==> config.mk <==
export PLATFORM = sky130hd
export DESIGN_NAME = tmis_top
export DESIGN_NICKNAME = d
export VERILOG_FILES = /design/src/tmis_top.v /design/src/tmis_sticky.v /design/src/tmis_irqgen.v
export VERILOG_INCLUDE_DIRS = /design/src
export SDC_FILE = /design/constraint.sdc
export NUM_CORES = 1
export LEC_CHECK = 0
export ABC_AREA = 1
export ABC_CLOCK_PERIOD_IN_PS = 1650
export BUFFER_PORTS_ARGS = -buffer_cell sky130_fd_sc_hd__buf_2
export CORE_ASPECT_RATIO = 1.25
export CORE_MARGIN = 4
export CORE_UTILIZATION = 43
export DETAILED_ROUTE_END_ITERATION = 8
export GPL_TIMING_DRIVEN = 0
export PLACE_DENSITY = 0.76
export SETUP_SLACK_MARGIN = 0.3
export SLEW_MARGIN = 0
export SYNTH_ARGS = -nofsm -noshare
export SYNTH_HDL_FRONTEND = slang
export SYNTH_SLANG_ARGS = --single-unit
export TNS_END_PERCENT = 100
==> constraint.sdc <==
create_clock -name clock_in -period 1.65 [get_ports clock_in]
set_clock_uncertainty 0.05 [all_clocks]
set_input_delay 0.33 -clock clock_in [delete_from_list [all_inputs] [get_ports clock_in]]
set_output_delay 0.33 -clock clock_in [all_outputs]
set_load 0.02 [all_outputs]
==> src/tmis_map.vh <==
// What this block does
// RL1 - Mask bit 8 enables timer B time-out interrupt; read/write, resets to 0.
// RL2 - Mask bits 7 to 4 are reserved: read zero, writes ignored.
// RL3 - Mask bit 3 enables clock event interrupt; read/write, resets to 0.
// RL4 - Mask bit 2 enables capture A event interrupt; read/write, resets to 0.
// RL5 - Mask bit 1 enables capture A match interrupt; read/write, resets to 0.
// RL6 - Mask bit 0 enables timer A time-out interrupt; read/write, resets to 0.
// RL7 - Raw status shows whether each internal source event has happened.
// RL8 - A raw status bit sets on its event whatever the mask says.
// RL9 - A raw status bit stays set until software writes 1 to clear it.
// RL10 - Raw status register sits at byte offset 0x01C of each timer.
// RL11 - Three timer register sets at bases 0x4003_0000, 0x4003_1000, 0x4003_2000.
// RL12 - Mask bits 10 and 9 enable capture B event and match; reset 0.
// RL13 - Masked status at 0x020 reads raw status ANDed with mask.
// RL14 - Writing 1 at clear register 0x024 clears raw and masked bits.
// RL15 - Interrupt output is high while any masked status bit is set.
`ifndef TMIS_MAP_VH
`define TMIS_MAP_VH

`define TMIS_NUM_TIMERS 3
`define TMIS_EVT_W 11
`define TMIS_ADDR_W 32
`define TMIS_DATA_W 32

`define TMIS_BASE0_PAGE 20'h4_0030
`define TMIS_BASE1_PAGE 20'h4_0031
`define TMIS_BASE2_PAGE 20'h4_0032
`define TMIS_PAGE_HI 31
`define TMIS_PAGE_LO 12
`define TMIS_OFS_HI 11
`define TMIS_NO_BLK 2'h3

`define TMIS_OFS_MASK 12'h018
`define TMIS_OFS_RAW 12'h01C
`define TMIS_OFS_MSK_ST 12'h020
`define TMIS_OFS_CLEAR 12'h024

`define TMIS_EVT_BITS 11'h70F
`define TMIS_MASK_RST 11'h000
`define TMIS_RAW_RST 11'h000
`define TMIS_RD_ZERO 32'h0000_0000
`define TMIS_PAD_W 21

`define TMIS_BIT_TA_TIMEOUT 0
`define TMIS_BIT_CA_MATCH 1
`define TMIS_BIT_CA_EVENT 2
`define TMIS_BIT_CLK_EVENT 3
`define TMIS_BIT_TB_TIMEOUT 8
`define TMIS_BIT_CB_MATCH 9
`define TMIS_BIT_CB_EVENT 10

`endif

==> src/tmis_top.v <==
// Chosen here: the APB slave port.
`timescale 1ns/10ps
`include "tmis_map.vh"
module tmis_top
#(
   parameter NT = `TMIS_NUM_TIMERS,
   parameter EW = `TMIS_EVT_W
)
(
   input wire clock_in,
   input wire rst_in,
   input wire psel_in,
   input wire penable_in,
   input wire pwrite_in,
   input wire [`TMIS_ADDR_W-1:0] paddr_in,
   input wire [`TMIS_DATA_W-1:0] pwdata_in,
   input wire [NT*EW-1:0] events_in,
   output reg [`TMIS_DATA_W-1:0] prdata_out,
   output reg pready_out,
   output reg pslverr_out,
   output wire [NT-1:0] irq_out
);

   // Page decode, used for both the read path and the write path
   function [1:0] tmis_blk;
      input [`TMIS_ADDR_W-1:0] addr;
      begin
         case (addr[`TMIS_PAGE_HI:`TMIS_PAGE_LO])
            `TMIS_BASE0_PAGE: tmis_blk = 2'h0; // RL11
            `TMIS_BASE1_PAGE: tmis_blk = 2'h1; // RL11
            `TMIS_BASE2_PAGE: tmis_blk = 2'h2; // RL11
            default: tmis_blk = `TMIS_NO_BLK;
         endcase
      end
   endfunction

   // Offset check inside one page
   function tmis_ofs_ok;
      input [`TMIS_OFS_HI:0] ofs;
      begin
         case (ofs)
            `TMIS_OFS_MASK: tmis_ofs_ok = 1'b1;
            `TMIS_OFS_RAW: tmis_ofs_ok = 1'b1;
            `TMIS_OFS_MSK_ST: tmis_ofs_ok = 1'b1;
            `TMIS_OFS_CLEAR: tmis_ofs_ok = 1'b1;
            default: tmis_ofs_ok = 1'b0;
         endcase
      end
   endfunction

   wire [1:0] blk_sel;
   wire [`TMIS_OFS_HI:0] reg_ofs;
   wire addr_ok;
   wire setup_phase;
   wire access_done;
   wire wr_commit;

   assign blk_sel = tmis_blk(paddr_in);
   assign reg_ofs = paddr_in[`TMIS_OFS_HI:0];
   assign addr_ok = (blk_sel != `TMIS_NO_BLK) && tmis_ofs_ok(reg_ofs);

   // One wait-free access phase: pready rises on the edge after setup
   assign setup_phase = psel_in && !penable_in && !pready_out;
   assign access_done = psel_in && penable_in && pready_out;

   // Writes land only at the completing edge, and never on an error
   assign wr_commit = access_done && pwrite_in && !pslverr_out;

   reg [EW-1:0] read_word;
   wire [NT*EW-1:0] mask_all;
   wire [NT*EW-1:0] raw_all;
   wire [NT*EW-1:0] msk_st_all;

   genvar t;
   generate
      for (t = 0; t < NT; t = t + 1)
      begin : g_timer
         reg [EW-1:0] enable_mask_r;
         wire [EW-1:0] enable_mask_nxt;
         wire mask_wr;
         wire clr_wr;
         wire [EW-1:0] clr_bits;
         wire [EW-1:0] set_bits;
         wire [EW-1:0] raw_status;

         assign mask_wr = wr_commit && (blk_sel == t) && (reg_ofs == `TMIS_OFS_MASK);
         assign clr_wr = wr_commit && (blk_sel == t) && (reg_ofs == `TMIS_OFS_CLEAR);

         // Reserved lanes never store anything
         assign enable_mask_nxt = mask_wr ?
            (pwdata_in[EW-1:0] & `TMIS_EVT_BITS) : enable_mask_r; // RL1 RL2 RL3 RL4 RL5 RL6 RL12

         always @(posedge clock_in or posedge rst_in)
         begin
            if (rst_in)
            begin
               enable_mask_r <= `TMIS_MASK_RST; // RL1 RL3 RL4 RL5 RL6 RL12
            end
            else
            begin
               enable_mask_r <= enable_mask_nxt;
            end
         end

         // Zeros in the clear word leave the bit alone
         assign clr_bits = clr_wr ? (pwdata_in[EW-1:0] & `TMIS_EVT_BITS) :
            {EW{1'b0}}; // RL14

         // Events are caught regardless of the mask
         assign set_bits = events_in[t*EW +: EW] & `TMIS_EVT_BITS; // RL8

         tmis_sticky #(.W(EW)) u_raw
         (
            .clock_in(clock_in),
            .rst_in(rst_in),
            .set_in(set_bits),
            .clr_in(clr_bits),
            .status_out(raw_status)
         );

         tmis_irqgen #(.W(EW)) u_irq
         (
            .clock_in(clock_in),
            .rst_in(rst_in),
            .status_in(raw_status),
            .enable_in(enable_mask_r),
            .irq_out(irq_out[t])
         );

         assign mask_all[t*EW +: EW] = enable_mask_r;
         assign raw_all[t*EW +: EW] = raw_status; // RL7
         assign msk_st_all[t*EW +: EW] = raw_status & enable_mask_r; // RL13
      end
   endgenerate

   // Read mux: the chosen timer's word at the chosen offset
   always @*
   begin
      read_word = {EW{1'b0}};
      if (addr_ok)
      begin
         case (reg_ofs)
            `TMIS_OFS_MASK: read_word = mask_all[blk_sel*EW +: EW]; // RL2
            `TMIS_OFS_RAW: read_word = raw_all[blk_sel*EW +: EW]; // RL10
            `TMIS_OFS_MSK_ST: read_word = msk_st_all[blk_sel*EW +: EW]; // RL13
            default: read_word = {EW{1'b0}};
         endcase
      end
   end

   reg [`TMIS_DATA_W-1:0] prdata_nxt;
   reg pready_nxt;
   reg pslverr_nxt;

   // Data are captured at the setup edge; clear register reads as zero
   always @*
   begin
      prdata_nxt = prdata_out;
      pready_nxt = 1'b0;
      pslverr_nxt = pslverr_out;
      if (setup_phase)
      begin
         pready_nxt = 1'b1;
         pslverr_nxt = !addr_ok;
         if (pwrite_in)
         begin
            prdata_nxt = `TMIS_RD_ZERO;
         end
         else
         begin
            prdata_nxt = {{`TMIS_PAD_W{1'b0}}, read_word};
         end
      end
      else if (access_done)
      begin
         pslverr_nxt = 1'b0;
      end
   end

   always @(posedge clock_in or posedge rst_in)
   begin
      if (rst_in)
      begin
         prdata_out <= `TMIS_RD_ZERO;
         pready_out <= 1'b0;
         pslverr_out <= 1'b0;
      end
      else
      begin
         prdata_out <= prdata_nxt;
         pready_out <= pready_nxt;
         pslverr_out <= pslverr_nxt;
      end
   end
endmodule // tmis_top

==> src/tmis_sticky.v <==
`timescale 1ns/10ps
`include "tmis_map.vh"
module tmis_sticky
#(
   parameter W = `TMIS_EVT_W
)
(
   input wire clock_in,
   input wire rst_in,
   input wire [W-1:0] set_in,
   input wire [W-1:0] clr_in,
   output reg [W-1:0] status_out
);
   wire [W-1:0] status_nxt;

   // Set wins over a clear in the same cycle so no event is lost
   assign status_nxt = (status_out & ~clr_in) | set_in; // RL8 RL9

   always @(posedge clock_in or posedge rst_in)
   begin
      if (rst_in)
      begin
         status_out <= {W{1'b0}};
      end
      else
      begin
         status_out <= status_nxt; // RL7
      end
   end
endmodule // tmis_sticky

==> src/tmis_irqgen.v <==
`timescale 1ns/10ps
`include "tmis_map.vh"
module tmis_irqgen
#(
   parameter W = `TMIS_EVT_W
)
(
   input wire clock_in,
   input wire rst_in,
   input wire [W-1:0] status_in,
   input wire [W-1:0] enable_in,
   output reg irq_out
);
   wire irq_nxt;

   assign irq_nxt = |(status_in & enable_in); // RL15

   always @(posedge clock_in or posedge rst_in)
   begin
      if (rst_in)
      begin
         irq_out <= 1'b0;
      end
      else
      begin
         irq_out <= irq_nxt; // RL15
      end
   end
endmodule // tmis_irqgen

==> impl_results.md, run 1 <==
- Synthesized area divided by synthesized cell count: 7.30 um^2
- Die Y-Extent: 105 um
- Antenna violations before repair: 0
- Worst setup SP type: flip-flop
- Max Clock Freq: 0.655 GHz
- Clock period minus final worst setup slack: roughly 1.5 ns
- Layout Nets: between 600 and 700
- Number of iterations in the first detailed-routing pass: 5
- Routed Wire Length: 8620 um
- Total placed cells including tap cells: 633
- Placement Cell Area: 3930 um^2
- Top flip-flop cell by instance count after synthesis: sky130_fd_sc_hd__dfrtp_1
- Final core utilization: 0.591
- Leftover overflow at the end of global routing: 0
- Final period utilization: 0.925
- Wirelength per Cell: 13.2 um
- Count of unresolved DRC violations after routing: 0
- Reg clk slew, reported paths: 0.10 ns
- Number of distinct library cells after synthesis: 24
- Most common library cell in the layout ignoring fill and taps: sky130_fd_sc_hd__nand2_1
- Cell Count, Final, Fillers Out: 652
- Routed Antenna Nets: 0
- Number of buffers inserted during clock tree synthesis: 5
- Worst path setup slack after routing: 0.124 ns
- Unrepaired setup endpoints after global routing: true
- Leakage power total: 2.42 nW
- Area enclosed by the die boundary: 8940 um^2
- Yosys top cell by area: sky130_fd_sc_hd__dfrtp_1
- Maximum number of buffers from clock root to sink: 2
- Final HPWL from detailed placement: 6450 um
- Setup-failing EPs final: 0
- Category of the most critical setup path: flip-flop to flip-flop
- RD Place Congestion: 0.868
- Number of buffers and inverters on the critical path: 1
- Share of the yosys chip area belonging to registers: 0.420
- Area of the placeable core: ~7300 um^2
- Most frequent cells in the layout: 106 x sky130_fd_sc_hd__nand2_1, 71 x sky130_fd_sc_hd__buf_2, 67 x sky130_fd_sc_hd__inv_1
- Clock tree root buffer cell: sky130_fd_sc_hd__clkbuf_8
- Master of the slowest instance on the critical path: sky130_fd_sc_hd__dfrtp_2
- Power per unit of standard cell area: 562 nW/um^2
- TritonCTS clock tree: built
- Async set-or-reset flop fraction in the synthesized netlist: 1.00
- Area of the mapped netlist: 3220 um^2
- Cell repeated most along the worst path: sky130_fd_sc_hd__nand2_1
- Slew at the pin closest to its max-slew limit: between 1 and 1.5 ns
- Antenna diode count: 0
- Fraction of power consumed by sequential logic: 0.550
- Share of total power consumed by net switching: 0.257
- Insertion delay of the later-clocked pin in the worst-skew pair: 0.31 ns
- Class of the tightest hold or removal check: primary input to flip-flop
- Worst rel slew slack: 0.237
- Synth top area share: 0.420
- # IOs: 139
- Total number of vias: 3152
- Starting utilization of the core area: 0.440
- Number of enable-type register cells in the synthesized netlist: 0
- Instance count of the mapped netlist: 441
- Run status: finished, final reports clean
- Cell types occupying the most area after synthesis: sky130_fd_sc_hd__dfrtp_1 42%, sky130_fd_sc_hd__nand2_1 13%, sky130_fd_sc_hd__inv_1 8.3%, sky130_fd_sc_hd__buf_4 7.0%, sky130_fd_sc_hd__nand3_1 7.0%
- Total non-filler cell area in the finished layout: 4320 um^2
- Number of global-route vias before repair: 2935
- Final Max Slew Viols: 0
- Post-CTS Hold Fix Bufs: 0
- Area Overhead vs Synth: 34.3%
- Post-DR vias/cell: 4.83
- Worst path cell trace: nand3_2 > nor3_4 > nand2_1 > nor2_4 > nand2_2 > buf_6 > nand2_1 > o21ai_1
- Required arrival time at the worst endpoint: 1.79 ns
- Warnings, synthesis: 0
- Pin count of the biggest net entering global routing: 55
- Hold slack: 0.161 ns
- Hold violation total from the final report: 0
- Sw power: 0.000623 W
- Global-route wire length before repair: 13800 um
- Slowest stage delay, CP: 0.38 ns
- Total routing usage reported by global routing: 0.192
- Logic gate share of total power: 0.137
- Cell internal pwr: ~0.0018 W
- Fraction of layout cells with a size suffix above 1: 0.350
- Placement Setup Slack: -0.231 ns
- Number of storage elements in the synthesis netlist: 54
- Maximum net fanout on the critical path: 10
- Count of max-cap constraint violations: 0
- Clock share of power: 0.314
- Die extent in x: 85.4 um
- Maximum vdd ir drop: 468 uV
- Initial DRC count: ~230
- Critical Path Sink Type: flip-flop
- Kind of cell adding the most delay to the critical path: simple AND/OR/NAND/NOR gates
- Data arrival at the endpoint of the critical path: 1.67 ns
- Std cell rows: 35
- Number of port buffers: 76
- Number of H-tree levels: 2
- Count of clock tree sinks: 54
## synthesized netlist by cell type (4+ instances only)
cell                       number
sky130_fd_sc_hd__nand4_1        4
sky130_fd_sc_hd__nand3_1       45
sky130_fd_sc_hd__inv_1         71
sky130_fd_sc_hd__buf_4         30
sky130_fd_sc_hd__o21ai_1       21
sky130_fd_sc_hd__dfrtp_1       54
sky130_fd_sc_hd__o21bai_1      21
sky130_fd_sc_hd__inv_2          4
sky130_fd_sc_hd__buf_2          4
sky130_fd_sc_hd__nand2_1      114
sky130_fd_sc_hd__nor2_1        49
## registers in the layout (all words and copies together) (netlist names)
register,count
pslverr_out,1
g_timer.enable_mask_r,21
prdata_out,7
g_timer.u_raw.status_out,21
g_timer.u_irq.irq_out,3
pready_out,1
## worst paths after layout
kind / startpoint / to / slack, ns / cells past startpoint
max: pready_out$_DFF_PP0_ / g_timer[2].enable_mask_r[10]$_DFFE_PP0P_ / 0.12 / 8
min: events_in[1] / g_timer[0].u_raw.status_out[1]$_DFF_PP0_ / 0.16 / 2
max reg2reg: pready_out$_DFF_PP0_ / g_timer[2].enable_mask_r[10]$_DFFE_PP0P_ / 0.12 / 8
min reg2reg: prdata_out[9]$_DFFE_PP0P_ / prdata_out[9]$_DFFE_PP0P_ / 0.44 / 2
max in group asynchronous: rst_in / pslverr_out$_DFFE_PP0P_ / 0.67 / 2
min in group asynchronous: rst_in / prdata_out[1]$_DFFE_PP0P_ / 0.23 / 2
## kinds of logic after synthesis
family	after synthesis	synth area share
other cells	1	0.00117
simple gates	223	0.306
flops	54	0.420
compound gates	52	0.105
buf+inv	111	0.168
## area by class of cell
type / instances / area (um^2)
Buffer: 36 / 288
Inverter: 75 / 293
Multi-Input combinational cell: 300 / 1670
Fill cell: 669 / 2990
Clock buffer: 7 / 86.3
Timing Repair Buffer: 87 / 508
Tap cell: 92 / 115
Sequential cell: 54 / 1350
Clock inverter: 1 / 5.00
## repair_timing
| action | CTS | global route |
|---|---|---|
| endpoints found under the hold margin | 0 | 0 |
| setup buffers | 6 | 2 |
| setup endpoints to repair | 47 | 50 |
| gates cloned | 1 | 2 |
| pin swaps | 6 | 3 |
| resized for setup | 17 | 41 |
## power by group through the flow
| stage | clock network [W] | registers, W | logic [W] |
|---|---|---|---|
| after CTS | 0.000771 | 0.00133 | 0.000312 |
| final | 0.000761 | 0.00133 | 0.000332 |
| after global placement | 0 | 0.00136 | 0.000302 |
| after floorplan | 0 | 0.00137 | 0.000185 |
| after global routing | 0.000826 | 0.00134 | 0.000364 |
| after detailed placement | 0 | 0.00136 | 0.000306 |
## per-layer routing
metal  track usage  part of all wire  wire length (um)
met1         0.240              0.41              3500
met2         0.322              0.50              4310
met3        0.0434             0.074               641
met4        0.0667             0.020               176
met5             0                 0                 0
## metrics by stage
step | power (W) | TNS (ns)
after detailed placement | 0.00167 | -3.92
after global routing | 0.00253 | 0
final | 0.00243 | 0
after CTS | 0.00242 | 0
after global placement | 0.00166 | -2.50
after floorplan | 0.00155 | 0
No activity file was read; power rests on OpenSTA's default activity.
==> inputs of run 2 (changes only) <==
--- a/config.mk
+++ b/config.mk
@@ -9,7 +9,7 @@
 export ABC_AREA = 1
 export ABC_CLOCK_PERIOD_IN_PS = 1650
 export BUFFER_PORTS_ARGS = -buffer_cell sky130_fd_sc_hd__buf_2
-export CORE_ASPECT_RATIO = 1.25
+export CORE_ASPECT_RATIO = 0.9
 export CORE_MARGIN = 4
 export CORE_UTILIZATION = 43
 export DETAILED_ROUTE_END_ITERATION = 8
==> impl_results.md, run 2 (synthesis gave the netlist of run 1 again) <==
- Number of cells on the worst reg-to-reg path: 7
- Critical path launch point: paddr_in[28]
- Fraction of layout cells with a size suffix above 1: 0.377
- Startpoint of the tightest hold check path: events_in[19]
- Starting utilization of the core area: 0.450
- Count of unresolved DRC violations after routing: 0
- Number of buffers inserted during clock tree synthesis: 5
- Met1 GRT Util: 0.249
- Worst flop-to-flop path startpoint: pready_out$_DFF_PP0_
- FF-to-FF End: g_timer[2].u_raw.status_out[8]$_DFF_PP0_
- Number of H-tree levels: 2
- Post-CTS Hold Fix Bufs: 0
- Antenna violations before repair: 0
- Category of the most critical setup path: primary input to flip-flop
- Area enclosed by the die boundary: just under 9000 um^2
- Insertion delay of the later-clocked pin in the worst-skew pair: roughly 0.3 ns
- Setup slack on the worst flop-to-flop path: 0.18 ns
- Number of fillers in the final layout: 628
- Area Overhead vs Synth: 37.1%
- Total number of vias: 3157
- Global-route wire length before repair: 13600 um
- Routed Antenna Nets: 0
- Top Usage Layer GRT: met2
- Hold slack: 0.164 ns
- Std cell rows: 29
- Hold violation total from the final report: 0
- Power per unit of standard cell area: between 500 and 600 nW/um^2
- Number of global-route vias before repair: slightly below 3000
- Initial DRC count: 188
- Required arrival time at the worst endpoint: 1.78 ns
- Critical Path Sink Type: flip-flop
- Total routing usage reported by global routing: 0.188
- Layout Nets: 664
- Final Max Slew Viols: 0
- Reg clk slew, reported paths: 0.09 ns
- Run status: finished, final reports clean
- Post-DR vias/cell: 4.81
- Maximum net fanout on the critical path: 5
- Routed Wire Length: 8640 um
- Leakage power total: 2.47 nW
- Count of max-cap constraint violations: 0
- Slew at the pin closest to its max-slew limit: between 1 and 1.5 ns
- Data arrival at the endpoint of the critical path: 1.63 ns
- Cell Count, Final, Fillers Out: 656
- Number of port buffers: 76
- Most common library cell in the layout ignoring fill and taps: sky130_fd_sc_hd__nand2_1
- Worst setup SP type: primary input
- Unrepaired setup endpoints after global routing: true
- Total placed cells including tap cells: 634
- Met2 Track Usage GR: 0.313
- Class of the tightest hold or removal check: primary input to flip-flop
- Wirelength per Cell: 13.2 um
- Clock period minus final worst setup slack: 1.50 ns
- # IOs: between 100 and 150
- Setup-failing EPs final: 0
- Area of the placeable core: approximately 7100 um^2
- Registers with the most flip-flops: g_timer.enable_mask_r (21), g_timer.u_raw.status_out (21), prdata_out (7)
- RD Place Congestion: 0.902
- Grt met3 use: 0.0387
- Number of iterations in the first detailed-routing pass: 5
- Leftover overflow at the end of global routing: 0
- Most frequent cells in the layout: 100 x sky130_fd_sc_hd__nand2_1, 76 x sky130_fd_sc_hd__buf_2, 68 x sky130_fd_sc_hd__inv_1
- Final period utilization: 0.911
- Setup Total Neg Slack: 0 ns
- Maximum vdd ir drop: a little under 400 uV
- Die Y-Extent: 90.1 um
- Worst rel slew slack: 0.240
- Final HPWL from detailed placement: roughly 6300 um
- Count of clock tree sinks: 54
- Die extent in x: 99.2 um
- Maximum number of buffers from clock root to sink: 2
- TritonCTS clock tree: built
- Clock tree root buffer cell: sky130_fd_sc_hd__clkbuf_8
- Hold path depth: 2
- Max Clock Freq: 0.665 GHz
- Antenna diode count: 0
- Worst hold path endpoint: g_timer[1].u_raw.status_out[8]$_DFF_PP0_
- Pin count of the biggest net entering global routing: 55
-- run 2: metal layers --
layer,vias to the layer above,wire length [um]
li1,1569,-
met1,1474,3600
met2,100,4270
met3,14,647
met4,0,122
met5,-,0
-- run 2: area by class of cell --
type,count,area (um^2),area share
sequential,54,1350,0.307
timing repair buffer,90,533,0.121
inverter,75,295,0.0669
clock inverter,1,5.00,0.00113
tap,93,116,0.0264
buffer,36,295,0.0669
clock buffer,7,86.3,0.0196
multi-input combinational,300,1730,0.392
-- run 2: critical path, stage by stage --
cell and delay (ns):
sky130_fd_sc_hd__buf_2 0.11, sky130_fd_sc_hd__nor2_4 0.12, sky130_fd_sc_hd__nand3_4 0.10, sky130_fd_sc_hd__nor2_2 0.11, sky130_fd_sc_hd__nand4_1 0.23, sky130_fd_sc_hd__nor2_2 0.22, sky130_fd_sc_hd__nand3_4 0.13, sky130_fd_sc_hd__buf_6 0.16
sky130_fd_sc_hd__nand2_1 0.05, sky130_fd_sc_hd__o21ai_1 0.06
-- run 2: timing repair --
| action | 4_1_cts | 5_1_grt |
|---|---|---|
| buffers inserted | 7 | 3 |
| setup endpoints to repair | 44 | 51 |
| pin swaps | 7 | 17 |
| hold endpoints to repair | 0 | 0 |
| gates cloned | 2 | 2 |
| gates resized for setup | 22 | 50 |
-- run 2: metrics by stage --
stage	power [W]	cell area, um^2	utilization	setup slack (ns)
finish	0.00240	4410	0.617	0.146
global route	0.00252	4410	0.617	0.0972
CTS	0.00240	4190	0.586	0.166
detailed placement	0.00167	3930	0.549	-0.160
global placement	0.00166	3930	0.549	-0.129
floorplan	0.00155	3430	-	0.216
-- run 2: worst max path at each step --
stage | to | slack, ns | cells past startpoint
after floorplan | g_timer[2].enable_mask_r[10]$_DFFE_PP0P_ | 0.22 | 9
after global routing | g_timer[2].u_raw.status_out[8]$_DFF_PP0_ | 0.1 | 7
after CTS | g_timer[2].u_raw.status_out[8]$_DFF_PP0_ | 0.17 | 7
after detailed placement | prdata_out[9]$_DFFE_PP0P_ | -0.16 | 10
after global placement | prdata_out[0]$_DFFE_PP0P_ | -0.13 | 12
final | g_timer[1].enable_mask_r[1]$_DFFE_PP0P_ | 0.15 | 10
-- run 2: power breakdown --
part,leakage (nW),switching [W],internal [W]
registers,0.639,0.00000643,0.00133
clock network,0.0482,0.000398,0.000339
logic,1.78,0.000201,0.000130
==> inputs of run 3 (changes only) <==
--- a/config.mk
+++ b/config.mk
@@ -7,7 +7,7 @@
 export NUM_CORES = 1
 export LEC_CHECK = 0
 export ABC_AREA = 1
-export ABC_CLOCK_PERIOD_IN_PS = 1650
+export ABC_CLOCK_PERIOD_IN_PS = 1300
 export BUFFER_PORTS_ARGS = -buffer_cell sky130_fd_sc_hd__buf_2
 export CORE_ASPECT_RATIO = 0.9
 export CORE_MARGIN = 4
==> constraint.sdc (replaced) <==
create_clock -name clock_in -period 1.3 [get_ports clock_in]
set_clock_uncertainty 0.05 [all_clocks]
set_input_delay 0.26 -clock clock_in [delete_from_list [all_inputs] [get_ports clock_in]]
set_output_delay 0.26 -clock clock_in [all_outputs]
set_load 0.02 [all_outputs]
==> impl_results.md, run 3 (synthesis gave the netlist of run 1 again) <==
- Run status: finished with violations
- Violations in the final reports: setup timing
- Power per unit of standard cell area: 679 nW/um^2
- Count of clock tree sinks: 54
- Pwr Total: between 0.003 and 0.004 W
- Storage cell area: 1350 um^2
- FF-to-FF End: g_timer[1].enable_mask_r[10]$_DFFE_PP0P_
- Master of the slowest instance on the critical path: sky130_fd_sc_hd__dfrtp_2
- Slowest stage delay, CP: approximately 0.44 ns
- Required arrival time at the worst endpoint: 1.44 ns
- Critical path capture point: g_timer[1].enable_mask_r[10]$_DFFE_PP0P_
- Routed Antenna Nets: 0
- Maximum number of buffers from clock root to sink: 2
- Number of cells on the worst reg-to-reg path: 7
- TritonCTS clock tree: built
- Wirelength per Cell: 13.8 um
- Area Overhead vs Synth: 41.0%
- Multi-input gate area in the final layout: 1720 um^2
- Most common library cell in the layout ignoring fill and taps: sky130_fd_sc_hd__nand2_1
- Critical path launch point: pslverr_out$_DFFE_PP0P_
- Routed Wire Length: 9220 um
- Final period utilization: 1.15
- Logic gate share of total power: 0.135
- Hold slack: 0.00933 ns
- Global-route wire length before repair: 14500 um
- Top Usage Layer GRT: met2
- Class of the tightest hold or removal check: primary input to async pin
- Leftover overflow at the end of global routing: 0
- Final Max Slew Viols: 0
- Number of global-route vias before repair: between 3000 and 4000
- Post-CTS Hold Fix Bufs: 0
- Count of unresolved DRC violations after routing: 0
- Number of iterations in the first detailed-routing pass: 6
- Worst setup SP type: flip-flop
- Critical Path Sink Type: flip-flop
- Post-DR vias/cell: 4.76
- Antenna violations before repair: 0
- Clock period minus final worst setup slack: 1.50 ns
- Area enclosed by the die boundary: 8930 um^2
- Total number of vias: around 3200
- Initial DRC count: around 130
- Data arrival at the endpoint of the critical path: about 1.6 ns
- Setup slack on the worst flop-to-flop path: -0.20 ns
- RD Place Congestion: roughly 1.0
- Clock tree root buffer cell: sky130_fd_sc_hd__clkbuf_8
- Die extent in x: 99.2 um
- Registers with the most flip-flops: g_timer.enable_mask_r (21), g_timer.u_raw.status_out (21), prdata_out (7)
- Layout Nets: 676
- Category of the most critical setup path: flip-flop to flip-flop
- Total stage count of the critical path: 7
- Met2 Track Usage GR: 0.349
- Final HPWL from detailed placement: 6610 um
- Worst rel slew slack: 0.577
- Cell repeated most along the worst path: sky130_fd_sc_hd__nand2_1
- Antenna diode count: 0
- Max Clock Freq: 0.667 GHz
- Fraction of layout cells with a size suffix above 1: 0.409
- Std cell rows: 29
- Grt met3 use: 0.0364
- Worst path cell trace: nor3_4 > nand2_1 > inv_2 > nand3_4 > buf_6 > nand2_1 > o21ai_1
- Met1 GRT Util: 0.249
- Cell internal pwr: 0.00228 W
- Maximum vdd ir drop: 602 uV
- Kind of cell adding the most delay to the critical path: simple AND/OR/NAND/NOR gates
- Unrepaired setup endpoints after global routing: true
- Number of H-tree levels: 2
- Hold violation total from the final report: 0
- Starting utilization of the core area: 0.450
- Number of port buffers: 76
- Most frequent cells in the layout: 101 x sky130_fd_sc_hd__nand2_1, 66 x sky130_fd_sc_hd__buf_2, 57 x sky130_fd_sc_hd__inv_1
- Number of buffers and inverters on the critical path: 2
- Slew at the pin closest to its max-slew limit: 0.632 ns
- Insertion delay of the later-clocked pin in the worst-skew pair: 0.31 ns
- # IOs: between 100 and 150
- Sw power: ~0.00080 W
- Leakage power total: between 2 and 3 nW
- Area of the placeable core: slightly above 7000 um^2
- Number of fillers in the final layout: 600
- Die Y-Extent: 90.1 um
- Fraction of power consumed by sequential logic: 0.550
- Share of total power consumed by net switching: 0.259
- Worst flop-to-flop path startpoint: pslverr_out$_DFFE_PP0P_
- Reg clk slew, reported paths: 0.10 ns
- Worst path setup slack after routing: -0.199 ns
- Setup-failing EPs final: 50
- Maximum net fanout on the critical path: 6
- Total routing usage reported by global routing: 0.198
- Count of max-cap constraint violations: 0
- Pin count of the biggest net entering global routing: 28
- Number of buffers inserted during clock tree synthesis: 5
- Clock share of power: 0.315
run 3: cell types whose count changed in the layout (fill, tap and decap cells not counted), sizes merged:
cell	change
buf	+12
clkbuf	-1
clkinvlp	+1
run 3: power groups by stage:
stage	combinational (W)	sequential, W	clock [W]
5_1_grt	0.000456	0.00170	0.00107
3_3_place_gp	0.000387	0.00173	0
4_1_cts	0.000406	0.00169	0.000987
6_report	0.000417	0.00169	0.000971
3_5_place_dp	0.000395	0.00173	0
2_1_floorplan	0.000236	0.00174	0
run 3: metrics by stage:
stage | TNS (ns) | area [um^2] | setup WS (ns) | util | cells
floorplan | -1.56 | 3480 | -0.0873 | - | 465
global placement | -14.85 | 3970 | -0.381 | 0.556 | 634
detailed placement | -17.29 | 3970 | -0.435 | 0.556 | 634
CTS | -5.00 | 4360 | -0.166 | 0.610 | 656
global route | -11.05 | 4540 | -0.289 | 0.635 | 668
finish | -6.68 | 4540 | -0.199 | 0.635 | 668
run 3: repair_timing:
action / in CTS / in global routing
pin swaps: 11 / 11
setup endpoints to repair: 68 / 66
gates cloned: 4 / 0
setup buffers: 10 / 12
resized for setup: 63 / 28
run 3: worst register-to-register path: stages, from the launching register on:
cell and delay, ns:
sky130_fd_sc_hd__dfrtp_2 0.44, sky130_fd_sc_hd__nor3_4 0.24, sky130_fd_sc_hd__nand2_1 0.10, sky130_fd_sc_hd__inv_2 0.14
sky130_fd_sc_hd__nand3_4 0.14, sky130_fd_sc_hd__buf_6 0.17, sky130_fd_sc_hd__nand2_1 0.05, sky130_fd_sc_hd__o21ai_1 0.06
run 3: layout make-up:
class	count	share of cell area
plain buffers	36	0.0667
well taps	93	0.0256
repair inverters	1	0.00165
clock buffers	7	0.0190
clock inverters	1	0.00110
flip-flops and latches	54	0.298
inverters	75	0.0645
multi-input cells	300	0.379
repair buffers	101	0.144
run 3: worst min path at each step:
stage	from	to	cells after the start
floorplan	rst_in	g_timer[0].enable_mask_r[0]$_DFFE_PP0P_	1
global placement	events_in[30]	g_timer[2].u_raw.status_out[8]$_DFF_PP0_	2
detailed placement	events_in[8]	g_timer[0].u_raw.status_out[8]$_DFF_PP0_	2
CTS	rst_in	g_timer[1].enable_mask_r[3]$_DFFE_PP0P_	2
global route	rst_in	g_timer[1].u_raw.status_out[2]$_DFF_PP0_	2
finish	rst_in	g_timer[1].enable_mask_r[2]$_DFFE_PP0P_	2
run 3: per-layer routing:
layer / share of wire / vias to the layer above
li1: - / 1593
met1: 0.40 / 1475
met2: 0.52 / 95
met3: 0.065 / 16
met4: 0.016 / 0
met5: 0 / -
